`src/design/sysctl_consts.svh`:
```
`ifndef SYSCTL_CONSTS_SVH
`define SYSCTL_CONSTS_SVH

// ------------------------------------------------------------
// Register offsets (byte addresses on the plain port)
// ------------------------------------------------------------
`define OFS_LOCK        4'h0
`define OFS_CACHE       4'h4
`define OFS_WAIT        4'h8
`define OFS_STAT        4'hC

// ------------------------------------------------------------
// Write-lock key register
// ------------------------------------------------------------
`define UNLOCK_KEY      16'h0096
`define LOCK_RST        16'h0000

// ------------------------------------------------------------
// Cache control register fields
// ------------------------------------------------------------
`define CACHE_EN_POS    0
`define CACHE_EN_RST    1'h0
`define CACHE_RO_VAL    15'h0001

// ------------------------------------------------------------
// Flash read-wait register fields
// ------------------------------------------------------------
`define WAIT_LSB        0
`define WAIT_MSB        1
`define WAIT_RST        2'h1
`define WAIT_RSV_POS    8
`define WAIT_RSV_RST    1'h0

// ------------------------------------------------------------
// Status register fields
// ------------------------------------------------------------
`define STAT_OPEN_POS   0
`define STAT_DROP_POS   1

`endif

```
`src/design/sysctl_pkg.sv`:
```
package sysctl_pkg;

  // Register port request, one cycle
  typedef struct packed {
    logic [3:0]  addr;
    logic [15:0] wdata;
    logic        wr;
    logic        rd;
  } bus_req_t;

  // Flash read sequencer states
  typedef enum logic [1:0] {
    RD_IDLE = 2'b01,
    RD_BUSY = 2'b10
  } rd_state_t;

endpackage

```
`src/design/flash_read_seq.sv`:
```
`timescale 1ns/1ps

// Stretches one flash read over 1 to 4 bus cycles
module flash_read_seq (
  // Clock and reset
  input  wire logic       clk,
  input  wire logic       rst,
  // Read request and setting
  input  wire logic       start,
  input  wire logic [1:0] wait_code,
  // Progress
  output logic            busy_q,
  output logic            ready_q
);

  sysctl_pkg::rd_state_t state_q;          // Current state
  sysctl_pkg::rd_state_t state_d;          // Next state
  logic [1:0]            cnt_q;            // Remaining wait cycles
  logic                  last;             // Final cycle of the read

  assign last = (state_q == sysctl_pkg::RD_BUSY) && (cnt_q == 2'h0);

  // Next state
  always_comb begin
    state_d = state_q;
    case (state_q)
      sysctl_pkg::RD_IDLE: begin
        if (start) begin
          state_d = sysctl_pkg::RD_BUSY;
        end
      end
      sysctl_pkg::RD_BUSY: begin
        if (last) begin
          state_d = sysctl_pkg::RD_IDLE;
        end
      end
      default: begin
        state_d = sysctl_pkg::RD_IDLE;
      end
    endcase
  end

  // Setting is latched at start so a change never cuts a read short
  always_ff @(posedge clk) begin
    if (rst) begin
      state_q <= sysctl_pkg::RD_IDLE;
      cnt_q   <= 2'h0;
      busy_q  <= 1'b0;
      ready_q <= 1'b0;
    end else begin
      state_q <= state_d;
      cnt_q   <= (state_q == sysctl_pkg::RD_IDLE) ? wait_code : cnt_q - 2'h1;
      busy_q  <= (state_d == sysctl_pkg::RD_BUSY);
      ready_q <= last;
    end
  end

endmodule

```
`src/design/sys_protect_cache_flash_wait.sv`:
```
`timescale 1ns/1ps
`include "sysctl_consts.svh"


module sys_protect_cache_flash_wait (
  // Clock and reset
  input  wire logic        clk,
  input  wire logic        rst,
  // Register port
  input  wire logic [3:0]  addr,
  input  wire logic [15:0] wdata,
  input  wire logic        wr_stb,
  input  wire logic        rd_stb,
  output logic      [15:0] rdata,
  // Instruction cache control
  output logic             cache_enable,
  output logic             cache_flush,
  // Flash read timing
  input  wire logic        flash_req,
  output logic             flash_busy,
  output logic             flash_ready,
  output logic      [1:0]  flash_wait_code,
  // Protection state for other system registers
  output logic             sys_unlocked
);

  // ----------------------------------------------------------
  // Request bundle
  // ----------------------------------------------------------

  sysctl_pkg::bus_req_t req;               // Port signals together

  assign req.addr  = addr;
  assign req.wdata = wdata;
  assign req.wr    = wr_stb;
  assign req.rd    = rd_stb;

  // ----------------------------------------------------------
  // Address decode
  // ----------------------------------------------------------

  logic hit_lock;                          // Key register selected
  logic hit_cache;                         // Cache control selected
  logic hit_wait;                          // Read-wait selected
  logic hit_stat;                          // Status selected

  // One compare used for every register
  function automatic logic hit(input logic [3:0] a, input logic [3:0] ofs);
    hit = (a == ofs);
  endfunction

  assign hit_lock  = hit(req.addr, `OFS_LOCK);
  assign hit_cache = hit(req.addr, `OFS_CACHE);
  assign hit_wait  = hit(req.addr, `OFS_WAIT);
  assign hit_stat  = hit(req.addr, `OFS_STAT);

  // ----------------------------------------------------------
  // Write strobes per register
  // ----------------------------------------------------------

  logic wr_lock;                           // Key write
  logic wr_cache;                          // Cache control write
  logic wr_wait_any;                       // Any read-wait write
  logic wr_wait;                           // Read-wait write accepted
  logic wr_wait_drop;                      // Read-wait write discarded
  logic wr_stat;                           // Status write
  logic lock_open;                         // Protection lifted

  assign wr_lock      = req.wr && hit_lock;
  assign wr_cache     = req.wr && hit_cache;
  assign wr_wait_any  = req.wr && hit_wait;
  // Protected field takes the write only while unlocked
  assign wr_wait      = wr_wait_any && lock_open;
  // Otherwise the write completes but only sets the drop flag
  assign wr_wait_drop = wr_wait_any && !lock_open;
  assign wr_stat      = req.wr && hit_stat;

  // ----------------------------------------------------------
  // Write-lock key
  // ----------------------------------------------------------

  logic [15:0] key_q;                      // Stored key word

  // Key stays open until a non-key word is written
  write_lock_key u_lock (
    .clk      (clk),
    .rst      (rst),
    .key_wr   (wr_lock),
    .key_data (req.wdata),
    .key_q    (key_q),
    .open_q   (lock_open)
  );

  // ----------------------------------------------------------
  // Cache control
  // ----------------------------------------------------------

  logic cache_en_q;                        // Enable bit
  logic cache_en_d;                        // Next enable bit
  logic cache_flush_d;                     // Invalidate request
  logic cache_flush_q;                     // Invalidate pulse

  assign cache_en_d    = wr_cache ? req.wdata[`CACHE_EN_POS] : cache_en_q;
  // Writing zero drops every held word, even if already off
  assign cache_flush_d = wr_cache && !req.wdata[`CACHE_EN_POS];

  // Enable bit off after reset
  always_ff @(posedge clk) begin
    if (rst) begin
      cache_en_q    <= `CACHE_EN_RST;
      cache_flush_q <= 1'b0;
    end else begin
      cache_en_q    <= cache_en_d;
      cache_flush_q <= cache_flush_d;
    end
  end

  // ----------------------------------------------------------
  // Flash read-wait
  // ----------------------------------------------------------

  logic [1:0] wait_q;                      // Wait code
  logic [1:0] wait_d;                      // Next wait code
  logic       wait_rsv_q;                  // Spare protected bit
  logic       wait_rsv_d;                  // Next spare bit

  assign wait_d     = wr_wait ? req.wdata[`WAIT_MSB:`WAIT_LSB] : wait_q;
  assign wait_rsv_d = wr_wait ? req.wdata[`WAIT_RSV_POS] : wait_rsv_q;

  // Two-cycle reads after reset, changed only while unlocked
  always_ff @(posedge clk) begin
    if (rst) begin
      wait_q     <= `WAIT_RST;
      wait_rsv_q <= `WAIT_RSV_RST;
    end else begin
      wait_q     <= wait_d;
      wait_rsv_q <= wait_rsv_d;
    end
  end

  // ----------------------------------------------------------
  // Flash read sequencer
  // ----------------------------------------------------------

  logic seq_busy;                          // Read in progress
  logic seq_ready;                         // Read data valid pulse
  logic seq_start;                         // New read accepted

  // New read only while idle; the code is sampled at this edge
  assign seq_start = flash_req && !seq_busy;

  // Read takes wait code plus one cycles
  flash_read_seq u_seq (
    .clk       (clk),
    .rst       (rst),
    .start     (seq_start),
    .wait_code (wait_q),
    .busy_q    (seq_busy),
    .ready_q   (seq_ready)
  );

  // ----------------------------------------------------------
  // Status: unlocked level and sticky discarded-write flag
  // ----------------------------------------------------------

  logic drop_q;                            // A protected write was lost
  logic drop_d;                            // Next flag
  logic drop_clr;                          // Software clear

  assign drop_clr = wr_stat && req.wdata[`STAT_DROP_POS];
  // Set beats clear in the same cycle
  assign drop_d   = wr_wait_drop | (drop_q & !drop_clr);

  // Sticky flag
  always_ff @(posedge clk) begin
    if (rst) begin
      drop_q <= 1'b0;
    end else begin
      drop_q <= drop_d;
    end
  end

  // ----------------------------------------------------------
  // Read data selection
  // ----------------------------------------------------------

  logic [15:0] cache_word;                 // Cache control as read
  logic [15:0] wait_word;                  // Read-wait as read
  logic [15:0] stat_word;                  // Status as read
  logic [15:0] rdata_d;                    // Selected word

  // Upper bits fixed, bit 1 reads one
  assign cache_word = {`CACHE_RO_VAL, cache_en_q};
  assign wait_word  = {7'h00, wait_rsv_q, 6'h00, wait_q};
  assign stat_word  = {14'h0000, drop_q, lock_open};

  // Unmapped and idle cycles read zero
  assign rdata_d = !req.rd   ? 16'h0000   :
                   hit_lock  ? key_q      :
                   hit_cache ? cache_word :
                   hit_wait  ? wait_word  :
                   hit_stat  ? stat_word  :
                               16'h0000;

  // ----------------------------------------------------------
  // Registered outputs
  // ----------------------------------------------------------

  // Read data stand only in the cycle after the strobe
  always_ff @(posedge clk) begin
    if (rst) begin
      rdata <= 16'h0000;
    end else begin
      rdata <= rdata_d;
    end
  end

  // Mirrors of internal flops
  always_ff @(posedge clk) begin
    if (rst) begin
      cache_enable    <= `CACHE_EN_RST;
      flash_wait_code <= `WAIT_RST;
      sys_unlocked    <= 1'b0;
    end else begin
      cache_enable    <= cache_en_d;
      flash_wait_code <= wait_d;
      sys_unlocked    <= (wr_lock ? (req.wdata == `UNLOCK_KEY) : lock_open);
    end
  end

  // Sequencer outputs are flops already
  assign flash_busy  = seq_busy;
  assign flash_ready = seq_ready;
  assign cache_flush = cache_flush_q;

endmodule

```
`src/design/write_lock_key.sv`:
```
`timescale 1ns/1ps
`include "sysctl_consts.svh"

// Holds the key word and whether protection is lifted
module write_lock_key (
  // Clock and reset
  input  wire logic        clk,
  input  wire logic        rst,
  // Key write
  input  wire logic        key_wr,
  input  wire logic [15:0] key_data,
  // State
  output logic      [15:0] key_q,
  output logic             open_q
);

  logic open_d;                            // Unlocked after this write

  // Only the exact key lifts protection
  assign open_d = key_wr ? (key_data == `UNLOCK_KEY) : open_q;

  // Key and open flag, closed after reset
  always_ff @(posedge clk) begin
    if (rst) begin
      key_q  <= `LOCK_RST;
      open_q <= 1'b0;
    end else begin
      if (key_wr) begin
        key_q <= key_data;
      end
      open_q <= open_d;
    end
  end

endmodule

```
`config.mk`:
```
export PLATFORM = sky130hd
export DESIGN_NAME = sys_protect_cache_flash_wait
export DESIGN_NICKNAME = d
export VERILOG_FILES = /design/src/design/sysctl_pkg.sv /design/src/design/flash_read_seq.sv /design/src/design/sys_protect_cache_flash_wait.sv /design/src/design/write_lock_key.sv
export VERILOG_INCLUDE_DIRS = /design/src /design/src/design
export SDC_FILE = /design/constraint.sdc
export NUM_CORES = 1
export LEC_CHECK = 0
export ABC_AREA = 1
export BUFFER_PORTS_ARGS = -buffer_cell sky130_fd_sc_hd__buf_2
export CAP_MARGIN = 20
export CORE_MARGIN = 5
export CORE_UTILIZATION = 56
export DETAILED_ROUTE_END_ITERATION = 8
export PLACE_DENSITY = 0.94
export SLEW_MARGIN = 15
export SYNTH_ARGS = -nofsm -noshare
export SYNTH_HDL_FRONTEND = slang
export SYNTH_HIERARCHICAL = 1
export SYNTH_SLANG_ARGS = --single-unit
```
`constraint.sdc`:
```
create_clock -name clk -period 3.4 [get_ports clk]
set_clock_uncertainty 0.1 [all_clocks]
set_input_delay 0.68 -clock clk [delete_from_list [all_inputs] [get_ports clk]]
set_output_delay 0.68 -clock clk [all_outputs]
set_load 0.01 [all_outputs]
```
; Word level (Yosys, flattened, before mapping)
; Index checks and enable logic that the tools add are counted.
[word_totals]
regBits = 45
input_bits = 25
output_inout_bits = 23
elab_cells = 48
[classes]
n_addsub = 1
n_eq_ne = 7
mux = 8
n_bitwise = 3
n_reduce_logical = 17
[op_table]
columns = cell, n
row1 = 2-to-1 mux 9 bit, 2
row2 = "== test 16 x 8 -> 1 bit, second input constant", 1
row3 = 2-to-1 mux 16 bit, 1
row4 = logical AND 1 bit, 10
row5 = "== test 4 bit, second input constant", 2
row6 = 2-to-1 mux 2 bit, 4
row7 = "== test 2 bit, second input constant", 2
row8 = "== test 4 x 3 -> 1 bit, second input constant", 1
row9 = logical NOT 1 bit, 4
row10 = logical NOT 4 bit, 1
row11 = one-hot mux 2 bit (2 select lines), 1
row12 = "== test 2 x 1 -> 1 bit, second input constant", 1
row13 = logical NOT 2 bit, 1
row14 = OR reduction 2 bit, 1
row15 = "subtractor 2 x 1 -> 2 bit, second input constant", 1
row16 = bitwise AND 1 bit, 1
row17 = inverter 1 bit, 1
row18 = OR 1 bit, 1

; Longest topological paths before layout
; Gate-level depths: netlist of the first run.
[depth]
ltp_word = 6
ltp_mapped = 8
depth_no_buf = 8

; Hierarchy
; Netlist of the first run, hierarchy kept.
[modules_own_cells]
columns = module, instances, cells_each, area_each_um2, seq_area_each_um2
row1 = sys_protect_cache_flash_wait, 1, 137, 1004.7, 460.4
row2 = write_lock_key, 1, 84, 685.7, 340.3
row3 = flash_read_seq, 1, 34, 272.8, 120.1

; Worst setup path after synthesis of the first run
; Ideal clock, no wire load.
[synth_path]
path_type = input-to-reg
start = in addr[2]
end = reg u_lock.key_q[8]
setup_time_ps = 120
arrival_time_ps = 1672
required_ps = 3180
setup_slack_ps = 1508
path_stages = 8
path_buffers = 2
path_cell_list = buf_2 inv_2 nand3_4 nor2_1 inv_1 buf_4 nand2_1 a21oi_1
[synth_between]
elab_chain_len = 2
[synth_lines]
columns = element, line_no
row1 = "start, declared", sys_protect_cache_flash_wait.sv:10  ; input wire logic [3:0] addr,
row2 = logical NOT 4 bit, sys_protect_cache_flash_wait.sv:49  ; hit = (a == ofs);
row3 = logical AND 1 bit, sys_protect_cache_flash_wait.sv:69  ; assign wr_lock = req.wr && hit_lock;
row4 = via wr_lock, sys_protect_cache_flash_wait.sv:61  ; logic wr_lock;
row5 = "end signal, assigned", write_lock_key.sv:25  ; key_q <= `LOCK_RST;
row6 = "end signal, assigned", write_lock_key.sv:29  ; key_q <= key_data;
row7 = "end, declared", write_lock_key.sv:13  ; output logic [15:0] key_q,
; The timed path passes the listed nets, and every way through them passes these cells.
; A chain may end at the register's enable or synchronous reset.

; Worst setup path after layout of the first run
[layout_path]
start = in addr[1]
end = reg u_lock.key_q[14]
; The elaborated chain is that of the path after synthesis.

==> results of run 1 <==
registers in the layout, summed over array words and instances, names as in the netlist:
signal / cells
u_seq/busy_q: 1
flash_wait_code: 2
cache_enable: 1
drop_q: 1
cache_flush: 1
rdata: 16
u_seq/ready_q: 1
u_seq/state_q: 2
u_lock/key_q: 16
wait_rsv_q: 1
u_lock/open_q: 1
sys_unlocked: 1
u_seq/cnt_q: 2
layout by cell type, fill, tap and decap left out, drive strengths merged, types with 3 or more instances in the layout:
master / n
a211oi: 8
a21oi: 14
buf: 48
clkbuf: 5
dfxtp: 46
ha: 3
inv: 46
nand2: 52
nand3: 17
nor2: 51
o21ai: 4
final timing paths:
path                         start                to  cells past startpoint
setup / recovery           addr[1]  u_lock/key_q[14]                      7
hold / removal    u_lock/key_q[14]         rdata[14]                      2
setup reg to reg  u_seq/state_q[0]      u_seq/busy_q                      5
hold reg to reg   u_lock/key_q[14]         rdata[14]                      2
critical path: stages:
cell and delay, ns:
buf_2 0.12, nor2_4 0.20, nand3_4 0.12, nor2_1 0.57, inv_1 0.35, nand2_1 0.14
a21oi_1 0.07
metal layers:
layer	track usage	routed length, um	share of wire	up-vias
li1	-	-	-	876
met1	0.205	1700	0.42	739
met3	0.0493	208	0.052	8
met2	0.296	2040	0.51	45
met4	0.0976	85	0.021	0
met5	0	0	0	-
where the power goes:
group / leakage, uW / internal (uW) / switching [uW]
sequential: 0.000372 / 565 / 15.1
combinational: 0.000644 / 67.6 / 117
clock: 0.0000278 / 82.8 / 185
layout make-up:
cell class                 instances  area, sq um
multi-input combinational        155          807
clock buffer                       5         37.5
sequential                        46          921
fill                             303         1090
tap                               46         57.6
inverter                          47          179
timing repair buffer              48          243
clock inverter                     3         23.8
cells by family (layout without fill, tap and decap cells):
family          after synthesis  after routing  synth area share
flops                        46             46             0.469
simple gates                124            124             0.293
fa+ha+maj                     3              3            0.0191
buf+inv                      54            103             0.120
compound gates               28             28            0.0988
per-stage QoR:
step           instance area, sq um  hold WS (ns)  power (uW)  setup WS (ns)
3_3_place_gp                   2210         0.320         762          0.978
4_1_cts                        2270         0.338        1040           1.32
3_5_place_dp                   2210         0.317         776          0.915
2_1_floorplan                  1960         0.308         719           1.51
6_report                       2270         0.336        1030           1.30
5_1_grt                        2270         0.366        1090           1.12
==> results.md, run 1 <==
* Status: finished clean
* FF+latch count, synth at 46
* # IOs at 48
* Most instantiated cells after synthesis: nand2_1, dfxtp_1, inv_1
* Worst-path fanout max at 13
* EDFF count, synth at 0
* Unique masters post-synth at 27
* Yosys warning count at 6
* Final Non-Filler Cells at 350
* Die Y at 69.2 um
* Gr ovfl total at 0
* R2r setup slk at 2.15 ns
* Worst slew pin tran at 0.711 ns
* Max cap viols at 0
* Slew HR at 0.524
* P_leak at 0.00104 uW
* Power per cell area at 455 mW/mm^2
* Via density at 4.77
* CTS Buf Count at 5
* Top FF cell, synth: dfxtp_1
* Initial DRC count at 75
* Total Wirelength at 4030 um
* Clock root buffer master: clkbuf_4
* # resized after CTS at 0
* CTS max path bufs at 2
* Slew Limit Fails at 0
* Post-Syn Area at 0.00196 sq mm
* Worst skew pair latency at 0.38 ns
* Post-Place Cells at 342
* Worst Path Required at 3.55 ns
* Cells after synthesis at 255
* Final core occ at 0.674
* Post-CTS Hold Fix Bufs at 0
* Synth Area per Inst at 7.70 sq um
* Layout Nets at 331
* Syn_nets at 283
* Die width at 69.2 um
* Final Wtd Congestion at 0.853
* Fraction of layout cells with a size suffix above 1 at 0.280
* # setup viols final at 0
* Async S/R FF share, synth at 0
* Clk pin slew, worst setup/hold paths at 0.14 ns
* Post-Route Setup TNS at 0 ns
* Synth top area cells: dfxtp_1, nand2_1, inv_1
* DRC at 0
* Total GRT Usage at 0.178
* Final min period at 2.10 ns
* Synth top area share at 0.469
* Largest net degree at the start of global routing at 28
* Global-route wire length before repair at 6950 um
* Most common cell in the netlist: nand2_1
* CTS tree: yes
* Vias in the first global route at 1,653
* Crit share post-route at 0.616
* Routed WL per cell at 11.5 um
* Initial antenna violation count at 0
* Via count at 1,668
* CORE AREA at 0.00336 sq mm
* Layout area overhead at 15.6%
* ANT cells at 0
* Post-detail-place hpwl at 3080 um
* RSZ-0062 raised after global routing: false
* Hold Violations, Final at 0
* Fmax at 0.477 GHz
* First-pass DRT Iterations at 4
* Clk sink count at 46
* Die area at 0.00479 sq mm
* Startpoint types: input port
* Initial core utilization at 0.584
* Worst Setup End Kind: register
* WP data arrival at 2.25 ns
* Worst VDD drop at 274 uV
* DRT antenna net count at 0
* Worst hold path class: reg2reg
* Register area share after synthesis at 0.469
* H-Tree Depth at 2
* Leading area contributor after synthesis: dfxtp_1
* Setup Buffers After CTS at 0
* Core Rows at 21
* Buffers on Ports at 47
* WS Path Type: in2reg
(Power assumes the default switching activity.)
==> run 2, diff against run 1 <==
Settings changed: CORE_UTILIZATION 56 to 52, PLACE_DENSITY 0.94 to 0.89.
Clock period 3.4 ns to 2 ns, I/O delays scaled along.
==> results.md, run 2 (synthesis results as in run 1) <==
* Die width at 71.4 um
* Core Rows at 22
* Final Wtd Congestion at 0.865
* Commonest non-fill, non-tap cell in the layout: nand2_1
* # setup viols final at 0
* DRC at 0
* Via count at 1,642
* CTS Buf Count at 5
* Startpoint types: input port
* Worst skew pair latency at 0.30 ns
* Clk sink count at 46
* Slew HR at 0.737
* Final core occ at 0.634
* Post-route setup slack at 0.510 ns
* Setup Buffers After CTS at 0
* Slew Limit Fails at 0
* Status: finished clean
* Die Y at 71.4 um
* ANT cells at 0
* Layout Nets at 332
* Fraction of layout cells with a size suffix above 1 at 0.282
* CP cell instances: buf_2 -> nor2_4 -> nand3_4 -> nor2_1 -> buf_12 -> inv_1 -> nand2_1 -> a21oi_1
* CORE AREA at 0.00366 sq mm
* First-pass DRT Iterations at 4
* Slowest cell on the critical path: nor2_4
* Initial DRC count at 80
* Power per cell area at 793 mW/mm^2
* Top flop regs: rdata: 16 flops, u_lock/key_q: 16 flops
* Vias in the first global route at 1,534
* # IOs at 48
* Worst Path Required at 2.08 ns
* Initial antenna violation count at 0
* Clk pin slew, worst setup/hold paths at 0.09 ns
* Max incr delay on CP at 0.20 ns
* Layout area overhead at 18.2%
* # resized after CTS at 0
* Post-CTS Hold Fix Bufs at 0
* WP data arrival at 1.57 ns
* Fmax at 0.671 GHz
* P_leak at 0.00107 uW
* Worst-path fanout max at 24
* Max cap viols at 0
* Total Wirelength at 3800 um
* Routed WL per cell at 10.8 um
* Total GRT Usage at 0.159
* Buffers on Ports at 47
* Worst hold path class: in2reg
* H-Tree Depth at 2
* Via density at 4.65
* Initial core utilization at 0.536
* Top cell family by delay on the critical path: simple AND/OR/NAND/NOR gates
* Worst Setup End Kind: register
* Post-Route Setup TNS at 0 ns
* Global-route wire length before repair at 6410 um
* Post-detail-place hpwl at 2910 um
* Crit share post-route at 0.745
* Pre-CTS setup slack at 0.196 ns
* Worst VDD drop at 381 uV
* Gr ovfl total at 0
* CTS max path bufs at 2
* Commonest cells after routing, fill and taps aside: nand2_1, buf_2, dfxtp_1
* Die area at 0.00510 sq mm
* Final min period at 1.49 ns
* CTS tree: yes
* Largest net degree at the start of global routing at 25
* RSZ-0062 raised after global routing: false
* Bufs and invs on worst path at 3
* WS Path Type: in2reg
* Worst slew pin tran at 0.391 ns
* DRT antenna net count at 0
* Hold Violations, Final at 0
* Clock root buffer master: clkbuf_8
[run 2: cell types whose count changed in the layout (fill, tap and decap cells not counted)]
cell / previous run / this run
buf_12: 0 / 1
clkbuf_4: 5 / 0
clkbuf_8: 0 / 5
clkinv_2: 2 / 3
clkinv_4: 0 / 1
clkinvlp_4: 2 / 1
inv_6: 1 / 0
[run 2: cell type report]
| cell class | count | area (sq um) |
|---|---|---|
| clock buffers | 5 | 68.8 |
| clock inverters | 3 | 21.3 |
| fillers | 304 | 1340 |
| inverters | 47 | 179 |
| multi-input cells | 155 | 807 |
| flip-flops and latches | 46 | 921 |
| well taps | 48 | 60.1 |
| repair buffers | 49 | 263 |
[run 2: per-stage QoR]
step / total power, uW / cells / hold WS [ns] / instance area (sq um)
2_1_floorplan: 1220 / 255 / 0.308 / 1960
3_3_place_gp: 1300 / 345 / 0.322 / 2230
3_5_place_dp: 1310 / 345 / 0.322 / 2230
4_1_cts: 1860 / 353 / 0.257 / 2320
5_1_grt: 1950 / 353 / 0.265 / 2320
6_report: 1840 / 353 / 0.270 / 2320
[run 2: where the power goes]
| group | total (uW) | switching (uW) | internal, uW |
|---|---|---|---|
| Sequential | 983 | 24.3 | 959 |
| Clock | 551 | 306 | 245 |
| Combinational | 306 | 191 | 115 |
[run 2: path summary, 6_finish.rpt]
path	to	from	cells after the start	slack, ns
worst max-delay path	u_lock/key_q[15]	addr[1]	8	0.51
worst min-delay path	u_lock/key_q[5]	wdata[5]	3	0.27
worst max register to register	u_seq/busy_q	u_seq/state_q[0]	5	0.78
worst min register to register	rdata[15]	u_lock/key_q[15]	2	0.34
[run 2: worst reg2reg max path, cell delays in order, from the launching register on]
cell and delay, ns:
dfxtp_1 0.38, inv_1 0.06, ha_1 0.30, nor2_1 0.12, nand3_1 0.11, nor2_2 0.09
[run 2: routing by layer]
layer | global-route usage | vias up | wire length [um]
li1 | - | 877 | -
met1 | 0.193 | 721 | 1720
met2 | 0.251 | 42 | 1820
met3 | 0.0533 | 2 | 236
met4 | 0.0772 | 0 | 30
met5 | 0 | - | 0
